$ cat src/rtl/uda_pkg.sv
// Constants shared by the alarm interrupt block
package uda_pkg;
   // Register offsets are word indices; the byte address is four times the index
   localparam logic [7:0] IN_ALARM_STATUS_IDX = 8'hBC;
   localparam logic [7:0] OUT_ALARM_STATUS_IDX = 8'hBE;
   localparam logic [7:0] SIE_IRQ_ENABLE_IDX = 8'hC0;
   localparam logic [7:0] IN_ALARM_ENABLE_IDX = 8'hCC;
   localparam logic [7:0] OUT_ALARM_ENABLE_IDX = 8'hCE;
   localparam logic [7:0] EP_CONFIG_IDX = 8'hD0;
   localparam logic [7:0] EP_GROUP_STATUS_IDX = 8'hB4;
   localparam logic [7:0] EP_GROUP_ENABLE_IDX = 8'hC4;
   localparam logic [7:0] EP0_STATUS_IDX = 8'hB5;
   localparam logic [7:0] EP0_ENABLE_IDX = 8'hC5;
   localparam logic [7:0] SIE_STATUS_IDX = 8'hD4;
   localparam logic [7:0] DEVICE_IRQ_IDX = 8'hD8;
   localparam logic [15:0] ALARM_RESET = 16'h0000;
   localparam logic [15:0] ALARM_VALID = 16'hFFFE;
   localparam logic [7:0] SIE_ENABLE_RESET = 8'h00;
   localparam logic [7:0] SIE_ENABLE_VALID = 8'h7F;
   localparam int EP_COUNT = 16;
   localparam int GRP_ALARM_IN_BIT = 7;
   localparam int GRP_ALARM_OUT_BIT = 6;
   localparam int SIE_NON_IDLE_BIT = 6;
   localparam int EP0_OUT_ERR_BIT = 0;
   localparam int DEV_SIE_BIT = 0;
   localparam int DEV_EPGRP_BIT = 1;
   localparam int DEV_EP0_BIT = 2;
   typedef enum logic [1:0] {UDA_TOK_OUT, UDA_TOK_IN, UDA_TOK_PING, UDA_TOK_NONE} uda_tok_t;
   typedef enum logic [1:0] {UDA_RSP_PASS, UDA_RSP_NAK, UDA_RSP_ZLP, UDA_RSP_DROP} uda_rsp_t;
endpackage

$ cat src/rtl/uda_w1c_reg.sv
// Sticky flag register with write-one-to-clear
`timescale 1ns/1ns
module uda_w1c_reg #(
   parameter int WIDTH = 16
) (
   input wire logic pclk,
   input wire logic presetn,
   input wire logic [WIDTH-1:0] set_bits,
   input wire logic [WIDTH-1:0] clear_bits,
   output logic [WIDTH-1:0] flags
);
   logic [WIDTH-1:0] flags_next;
   // A set in the same cycle as the clear wins, so no event is lost
   assign flags_next = (flags & ~clear_bits) | set_bits;
   always_ff @(posedge pclk or negedge presetn) begin
      if (!presetn) begin
         flags <= '0;
      end else begin
         flags <= flags_next;
      end
   end
endmodule // uda_w1c_reg

$ cat src/rtl/uda_token_check.sv
// Classifies a token against endpoint state and picks the alarm response
`timescale 1ns/1ns
module uda_token_check (
   input wire logic [1:0] token_kind,
   input wire logic [3:0] token_ep,
   input wire logic high_speed,
   input wire logic [15:0] in_endpoint_enable_mask,
   input wire logic [15:0] out_endpoint_enable_mask,
   input wire logic [15:0] in_iso_response_select,
   input wire logic [15:0] out_iso_response_select,
   input wire logic [15:0] ep_ready_mask,
   output logic in_alarm,
   output logic out_alarm,
   output logic [1:0] response
);
   logic ep_ready;
   logic in_en;
   logic out_en;
   logic is_in;
   logic is_out;
   logic is_ping;
   assign is_in = token_kind == uda_pkg::UDA_TOK_IN;
   assign is_out = token_kind == uda_pkg::UDA_TOK_OUT;
   assign is_ping = token_kind == uda_pkg::UDA_TOK_PING;
   assign ep_ready = ep_ready_mask[token_ep];
   // Endpoint zero counts as enabled in both directions
   assign in_en = in_endpoint_enable_mask[token_ep] || token_ep == 4'h0;
   assign out_en = out_endpoint_enable_mask[token_ep] || token_ep == 4'h0;
   assign in_alarm = is_in && in_en && !ep_ready;
   assign out_alarm = is_out && out_en && !ep_ready;
   always_comb begin
      response = uda_pkg::UDA_RSP_PASS;
      if (in_alarm) begin
         response = in_iso_response_select[token_ep] ? uda_pkg::UDA_RSP_ZLP
                                                     : uda_pkg::UDA_RSP_NAK;
      end else if (out_alarm) begin
         response = out_iso_response_select[token_ep] ? uda_pkg::UDA_RSP_DROP
                                                      : uda_pkg::UDA_RSP_NAK;
      end else if (is_ping && high_speed && out_en && !ep_ready) begin
         response = uda_pkg::UDA_RSP_NAK;
      end
   end
endmodule // uda_token_check

$ cat src/rtl/uda_alarm_irq.sv
// Alarm interrupt block of a USB device controller, with APB register access
//
// Register access over APB was left to the implementer.
`timescale 1ns/1ns
module uda_alarm_irq (
   input wire logic pclk,
   input wire logic presetn,
   input wire logic psel,
   input wire logic penable,
   input wire logic pwrite,
   input wire logic [11:0] paddr,
   input wire logic [31:0] pwdata,
   input wire logic [3:0] pstrb,
   output logic [31:0] prdata,
   output logic pready,
   output logic pslverr,
   input wire logic token_valid,
   input wire logic [1:0] token_kind,
   input wire logic [3:0] token_ep,
   input wire logic high_speed,
   input wire logic sleep_state,
   input wire logic [15:0] ep_attached_mask,
   input wire logic [15:0] in_endpoint_enable_mask,
   input wire logic [15:0] out_endpoint_enable_mask,
   input wire logic [15:0] in_iso_response_select,
   input wire logic [15:0] out_iso_response_select,
   input wire logic ep0_out_stall,
   input wire logic ep0_out_packet_error,
   input wire logic [6:0] sie_factors,
   output logic [1:0] alarm_response,
   output logic alarm_response_valid,
   output logic serial_engine_irq_summary,
   output logic irq
);
   logic [15:0] in_alarm_status_reg;
   logic [15:0] out_alarm_status_reg;
   logic [15:0] in_alarm_enable_reg;
   logic [15:0] out_alarm_enable_reg;
   logic [15:0] ep_config_reg;
   logic [7:0] sie_enable_reg;
   logic [7:0] ep_group_enable_reg;
   logic [7:0] ep0_status_reg;
   logic [7:0] ep0_enable_reg;
   logic [7:0] sie_enable_next;
   logic [31:0] prdata_reg;
   logic [31:0] rdata_mux;
   logic [1:0] alarm_response_reg;
   logic alarm_response_valid_reg;
   logic in_alarm;
   logic out_alarm;
   logic [1:0] response;
   logic [15:0] ep_ready_mask;
   logic [15:0] in_set;
   logic [15:0] out_set;
   logic [15:0] in_clr;
   logic [15:0] out_clr;
   logic [7:0] ep0_set;
   logic [7:0] ep0_clr;
   logic [7:0] ep_group_status;
   logic [2:0] device_irq_summary_register;
   logic access;
   logic wr;
   logic rd_hit;
   logic unmapped;
   logic [9:0] word_idx;
   logic [15:0] wdata16;
   logic [7:0] wdata8;
   logic [15:0] ep_bit;

   function automatic logic hit(input logic [9:0] idx, input logic [7:0] reg_idx);
      hit = idx == {2'b00, reg_idx};
   endfunction

   // Bus decoding; APB answers in the access cycle with no wait states
   assign access = psel && penable;
   assign wr = access && pwrite;
   assign word_idx = paddr[11:2];
   assign wdata16 = pwdata[15:0] & {{8{pstrb[1]}}, {8{pstrb[0]}}};
   assign wdata8 = pwdata[7:0] & {8{pstrb[0]}};
   assign rd_hit = hit(word_idx, uda_pkg::IN_ALARM_STATUS_IDX)
      || hit(word_idx, uda_pkg::OUT_ALARM_STATUS_IDX)
      || hit(word_idx, uda_pkg::SIE_IRQ_ENABLE_IDX)
      || hit(word_idx, uda_pkg::IN_ALARM_ENABLE_IDX)
      || hit(word_idx, uda_pkg::OUT_ALARM_ENABLE_IDX)
      || hit(word_idx, uda_pkg::EP_CONFIG_IDX)
      || hit(word_idx, uda_pkg::EP_GROUP_STATUS_IDX)
      || hit(word_idx, uda_pkg::EP_GROUP_ENABLE_IDX)
      || hit(word_idx, uda_pkg::EP0_STATUS_IDX)
      || hit(word_idx, uda_pkg::EP0_ENABLE_IDX)
      || hit(word_idx, uda_pkg::SIE_STATUS_IDX)
      || hit(word_idx, uda_pkg::DEVICE_IRQ_IDX);
   assign unmapped = access && !rd_hit;
   assign pready = 1'b1;
   assign pslverr = unmapped;
   assign prdata = prdata_reg;

   // Ready means configured by software and joined to a FIFO area; the pairing
   // stays in the FIFO logic, so this block only sees both as masks
   assign ep_ready_mask = ep_attached_mask & ep_config_reg;

   uda_token_check u_check (
      .token_kind(token_kind),
      .token_ep(token_ep),
      .high_speed(high_speed),
      .in_endpoint_enable_mask(in_endpoint_enable_mask),
      .out_endpoint_enable_mask(out_endpoint_enable_mask),
      .in_iso_response_select(in_iso_response_select),
      .out_iso_response_select(out_iso_response_select),
      .ep_ready_mask(ep_ready_mask),
      .in_alarm(in_alarm),
      .out_alarm(out_alarm),
      .response(response)
   );

   assign ep_bit = 16'h0001 << token_ep;
   // Bit 0 has no alarm flag, so endpoint zero alarms answer but do not latch
   assign in_set = (token_valid && in_alarm) ? (ep_bit & uda_pkg::ALARM_VALID)
                                             : 16'h0000;
   assign out_set = (token_valid && out_alarm) ? (ep_bit & uda_pkg::ALARM_VALID)
                                               : 16'h0000;
   assign in_clr = (wr && hit(word_idx, uda_pkg::IN_ALARM_STATUS_IDX)) ? wdata16
                                                                       : 16'h0000;
   assign out_clr = (wr && hit(word_idx, uda_pkg::OUT_ALARM_STATUS_IDX)) ? wdata16
                                                                         : 16'h0000;

   uda_w1c_reg #(.WIDTH(16)) u_in_status (
      .pclk(pclk),
      .presetn(presetn),
      .set_bits(in_set),
      .clear_bits(in_clr),
      .flags(in_alarm_status_reg)
   );

   uda_w1c_reg #(.WIDTH(16)) u_out_status (
      .pclk(pclk),
      .presetn(presetn),
      .set_bits(out_set),
      .clear_bits(out_clr),
      .flags(out_alarm_status_reg)
   );

   assign ep0_set = {7'h00, ep0_out_stall || ep0_out_packet_error};
   assign ep0_clr = (wr && hit(word_idx, uda_pkg::EP0_STATUS_IDX)) ? wdata8 : 8'h00;

   uda_w1c_reg #(.WIDTH(8)) u_ep0_status (
      .pclk(pclk),
      .presetn(presetn),
      .set_bits(ep0_set),
      .clear_bits(ep0_clr),
      .flags(ep0_status_reg)
   );

   // Summary bits are live combinations, never stored, so they follow clears at once
   assign ep_group_status = {
      |(in_alarm_status_reg & in_alarm_enable_reg),
      |(out_alarm_status_reg & out_alarm_enable_reg),
      6'h00
   };
   // Gating is pure logic with no clock gating, so the non-idle path survives sleep
   assign serial_engine_irq_summary = |({1'b0, sie_factors} & sie_enable_reg);
   assign device_irq_summary_register = {
      |(ep0_status_reg & ep0_enable_reg),
      |(ep_group_status & ep_group_enable_reg),
      serial_engine_irq_summary
   };
   assign irq = |device_irq_summary_register;

   assign sie_enable_next = wdata8 & uda_pkg::SIE_ENABLE_VALID;

   always_ff @(posedge pclk or negedge presetn) begin
      if (!presetn) begin
         sie_enable_reg <= uda_pkg::SIE_ENABLE_RESET;
      end else if (wr && hit(word_idx, uda_pkg::SIE_IRQ_ENABLE_IDX) && pstrb[0]) begin
         sie_enable_reg <= sie_enable_next;
      end
   end

   always_ff @(posedge pclk or negedge presetn) begin
      if (!presetn) begin
         in_alarm_enable_reg <= uda_pkg::ALARM_RESET;
         out_alarm_enable_reg <= uda_pkg::ALARM_RESET;
         ep_config_reg <= uda_pkg::ALARM_RESET;
      end else if (wr) begin
         if (hit(word_idx, uda_pkg::IN_ALARM_ENABLE_IDX)) begin
            in_alarm_enable_reg <= wdata16 & uda_pkg::ALARM_VALID;
         end else if (hit(word_idx, uda_pkg::OUT_ALARM_ENABLE_IDX)) begin
            out_alarm_enable_reg <= wdata16 & uda_pkg::ALARM_VALID;
         end else if (hit(word_idx, uda_pkg::EP_CONFIG_IDX)) begin
            ep_config_reg <= wdata16;
         end
      end
   end

   always_ff @(posedge pclk or negedge presetn) begin
      if (!presetn) begin
         ep_group_enable_reg <= 8'h00;
         ep0_enable_reg <= 8'h00;
      end else if (wr && pstrb[0]) begin
         if (hit(word_idx, uda_pkg::EP_GROUP_ENABLE_IDX)) begin
            ep_group_enable_reg <= pwdata[7:0] & 8'hC0;
         end else if (hit(word_idx, uda_pkg::EP0_ENABLE_IDX)) begin
            ep0_enable_reg <= pwdata[7:0];
         end
      end
   end

   always_comb begin
      rdata_mux = 32'h0000_0000;
      if (hit(word_idx, uda_pkg::IN_ALARM_STATUS_IDX)) begin
         rdata_mux = {16'h0000, in_alarm_status_reg};
      end else if (hit(word_idx, uda_pkg::OUT_ALARM_STATUS_IDX)) begin
         rdata_mux = {16'h0000, out_alarm_status_reg};
      end else if (hit(word_idx, uda_pkg::SIE_IRQ_ENABLE_IDX)) begin
         rdata_mux = {24'h000000, sie_enable_reg};
      end else if (hit(word_idx, uda_pkg::IN_ALARM_ENABLE_IDX)) begin
         rdata_mux = {16'h0000, in_alarm_enable_reg};
      end else if (hit(word_idx, uda_pkg::OUT_ALARM_ENABLE_IDX)) begin
         rdata_mux = {16'h0000, out_alarm_enable_reg};
      end else if (hit(word_idx, uda_pkg::EP_CONFIG_IDX)) begin
         rdata_mux = {16'h0000, ep_config_reg};
      end else if (hit(word_idx, uda_pkg::EP_GROUP_STATUS_IDX)) begin
         rdata_mux = {24'h000000, ep_group_status};
      end else if (hit(word_idx, uda_pkg::EP_GROUP_ENABLE_IDX)) begin
         rdata_mux = {24'h000000, ep_group_enable_reg};
      end else if (hit(word_idx, uda_pkg::EP0_STATUS_IDX)) begin
         rdata_mux = {24'h000000, ep0_status_reg};
      end else if (hit(word_idx, uda_pkg::EP0_ENABLE_IDX)) begin
         rdata_mux = {24'h000000, ep0_enable_reg};
      end else if (hit(word_idx, uda_pkg::SIE_STATUS_IDX)) begin
         rdata_mux = {25'h0, sie_factors};
      end else if (hit(word_idx, uda_pkg::DEVICE_IRQ_IDX)) begin
         rdata_mux = {29'h0, device_irq_summary_register};
      end
   end

   // Read data registered in the setup cycle so it is stable through the access phase
   always_ff @(posedge pclk or negedge presetn) begin
      if (!presetn) begin
         prdata_reg <= 32'h0000_0000;
      end else if (psel && !penable && !pwrite) begin
         prdata_reg <= rdata_mux;
      end
   end

   always_ff @(posedge pclk or negedge presetn) begin
      if (!presetn) begin
         alarm_response_reg <= uda_pkg::UDA_RSP_PASS;
         alarm_response_valid_reg <= 1'b0;
      end else begin
         alarm_response_reg <= response;
         alarm_response_valid_reg <= token_valid;
      end
   end
   assign alarm_response = alarm_response_reg;
   assign alarm_response_valid = alarm_response_valid_reg;
endmodule // uda_alarm_irq

$ cat config.mk
export PLATFORM = sky130hd
export DESIGN_NAME = uda_alarm_irq
export DESIGN_NICKNAME = d
export VERILOG_FILES = /design/src/rtl/uda_pkg.sv /design/src/rtl/uda_w1c_reg.sv /design/src/rtl/uda_token_check.sv /design/src/rtl/uda_alarm_irq.sv
export SDC_FILE = /design/constraint.sdc
export NUM_CORES = 1
export LEC_CHECK = 0
export BUFFER_PORTS_ARGS = -buffer_cell sky130_fd_sc_hd__buf_2
export CAP_MARGIN = 30
export CORE_ASPECT_RATIO = 1.1
export CORE_UTILIZATION = 54
export DETAILED_ROUTE_END_ITERATION = 8
export GPL_ROUTABILITY_DRIVEN = 0
export PLACE_DENSITY_LB_ADDON = 0.1
export SLEW_MARGIN = 10
export SYNTH_ARGS = -nofsm -noshare
export SYNTH_HDL_FRONTEND = slang
export SYNTH_SLANG_ARGS = --single-unit
export TNS_END_PERCENT = 20
$ cat constraint.sdc
create_clock -name pclk -period 2.2 [get_ports pclk]
set_clock_uncertainty 0.15 [all_clocks]
set_input_delay 0.22 -clock pclk [delete_from_list [all_inputs] [get_ports pclk]]
set_output_delay 0.22 -clock pclk [all_outputs]
set_load 0.005 [all_outputs]
==> metrics.txt <==
H-tree Lvls=4; Clock Sinks=122; fin util=70.4%; Final Hold Violating Endpoints=0; Crit Path Class=register to output pin; Core ar.=0.0128 mm2; global route overflow=0; Hold Path Depth=3; GRT Overall Usage=between 30% and 40%; clock latency on the worst-skew pair=0.43 ns; Synth top area share=between 40% and 50%; IO Pins=190; distinct cell type count after synthesis=76; first-pass GRT wire length=roughly 39,000 um; Synth async-reset ratio=100%; hpwl dp=18,200 um; Starting Density=56.1%; # port buffers=149; fmax=0.405 GHz; design area=approximately 0.009 mm2; post-layout net count=roughly 1,100; Hold WC Path Type=input port to register; hold_sp=pwdata[13]; Leak=4.02 nW; Final WS setup=-0.271 ns; largest net degree at the start of global routing=56; Row Count=43; Final Cycle Share=112%; fin cells=1,134; register bit total from synthesis=122; Die Ht=123 um; Fin Setup TNS=-0.271 ns; drt drc=11; sequential share of the synthesized area=42.7%; depth of the worst register-to-register path=7; RR Endpoint=prdata[1]$_DFFE_PN0P_; Root Buffer=clkbuf_16; fill count=1,009; Yosys top cell by area=dfrtp_1; die width=112 um; final hold slack=0.0224 ns; Final setup viols=1; vias per cell=around 6.5; setup slack, reg-to-reg=0.09 ns; hold path endpoint=in_alarm_enable_reg[13]$_DFFE_PN0P_; Synthesis Warnings=0; max-cap violations=0; Placement Cell Area=0.00823 mm2; vias in the first global route=between 7,000 and 8,000; Final ANT Viol Nets=0; Reg-to-Reg Start=out_alarm_enable_reg[10]$_DFFE_PN0P_; Slew HR=63.2%; Area Growth Syn to Fin=25.5%; Vias=7,377; Critical Path Start Type=register; TritonCTS clock tree=done; Initial DRC Count=slightly above 900; Crit path required time=1.83 ns; Peak VDD IR=~0.57 mV; ys flop type=dfrtp_1; syn avg cell area=9.27 um2; WL/cell=22.0 um; share of layout cells above drive strength 1=30.2%; outcome=complete, but fails checks; number of diodes=0; Power Total=5.90 mW; Power Dens Cells=657 mW/mm2; Arr. time, crit path=2.10 ns; Netlist Area Pre-Place=just over 0.007 mm2; top cells by area, synth=dfrtp_1 43%, o21ai_0 8.3%, nand2_1 7.2%, mux4_2 3.1%, a22oi_1 2.9%; Final min period=2.47 ns; RSZ-0062 raised after global routing=true; failing checks=design-rule violations, negative setup slack; Mapped Cells=772; worst slew pin tran=0.548 ns; Post-synth EDFFs=0; die area=0.0137 mm2; Max Root-Sink Buffers=2; TritonCTS buffer count=17; initial antenna violation count=0; Critical Path Fanout Max=3; drt total wl=24,900 um; most common cell after layout, fill and taps aside=buf_2; Worst-path clk slew=0.06 ns; Crit. End Element=output pin; most frequent cells in the layout=148 x buf_2, 138 x nand2_1, 122 x dfrtp_1, 118 x o21ai_0, 55 x buf_4; max-slew violation count=0; Place WS=approximately 0.011 ns; First-pass DRT Iterations=8; placed insts=1,084
==> synth_stat cells, drive strengths merged, types with 4 or more instances <==
| master | n |
|---|---|
| nor2b | 6 |
| nand2 | 139 |
| nor3b | 4 |
| inv | 5 |
| a211oi | 5 |
| dfrtp | 122 |
| nand3 | 21 |
| clkbuf | 24 |
| o22ai | 18 |
| a21oi | 39 |
| mux2i | 11 |
| and3 | 6 |
| a221o | 5 |
| mux4 | 10 |
| nand3b | 6 |
| nand4 | 7 |
| o21ai | 120 |
| a22oi | 28 |
| nand4b | 5 |
| nand2b | 5 |
| a221oi | 4 |
| nor3 | 15 |
| and2 | 8 |
| o21a | 11 |
| nor4 | 4 |
| nor2 | 30 |
| buf | 41 |
| mux2 | 16 |
| o211ai | 4 |
| a222oi | 11 |
==> routing by layer <==
metal / GRT usage, % / routed length, um
met2: 61.3 / 11500
met5: 0 / 0
met4: 26.2 / 1780
met1: 46.1 / 9220
met3: 8.35 / 2420
==> final cells by class <==
class,count,area (um2),share of cell area (%)
clock buffers,22,474,5.28
clock inverters,10,92.6,1.03
inverters,5,18.8,0.209
multi-input cells,595,3740,41.7
flip-flops and latches,122,3050,34.0
well taps,157,196,2.19
repair buffers,223,1400,15.6
==> power breakdown <==
part	internal [mW]	leakage [nW]	switching, mW
Combinational	0.340	2.10	0.414
Sequential	2.37	1.65	0.110
Clock	1.64	0.269	1.04
==> repair_timing <==
action | CTS | global route
buffers inserted | 1 | 2
pin swaps | 2 | 4
gates resized for setup | 3 | 0
setup endpoints to repair | 1 | 1
hold buffers | 15 | 0
hold endpoints to repair | 144 | 0
==> critical path, cell delays in order (launching register included) <==
cell and delay (ns):
dfrtp_1 0.41, a222oi_1 0.46, nand3_1 0.22, o21a_1 0.26
a21oi_4 0.12, nand2_1 0.07, buf_2 0.13
==> cells by family (layout without fill, tap and decap cells) <==
logic type / after synthesis / after routing / share of synthesized area (%)
AND/OR/NAND/NOR: 272 / 272 / 19.8
AO/OA/AOI/OAI: 269 / 269 / 23.8
flip-flops: 122 / 122 / 42.7
buffers and inverters: 70 / 260 / 6.03
multiplexers: 37 / 37 / 7.63
other: 2 / 17 / 0.105
==> worst max-delay path by stage <==
stage,startpoint,to,slack [ns],depth (start not counted)
after floorplan,paddr[5],ep0_enable_reg[0]$_DFFE_PN0P_,0.11,6
after global placement,paddr[11],prdata[4]$_DFFE_PN0P_,0.05,7
after detailed placement,paddr[11],prdata[4]$_DFFE_PN0P_,0.01,7
after CTS,in_alarm_enable_reg[9]$_DFFE_PN0P_,irq,-0.23,6
after global routing,out_alarm_enable_reg[10]$_DFFE_PN0P_,irq,-0.35,6
final,out_alarm_enable_reg[10]$_DFFE_PN0P_,irq,-0.27,6
(Power assumes the default switching activity.)
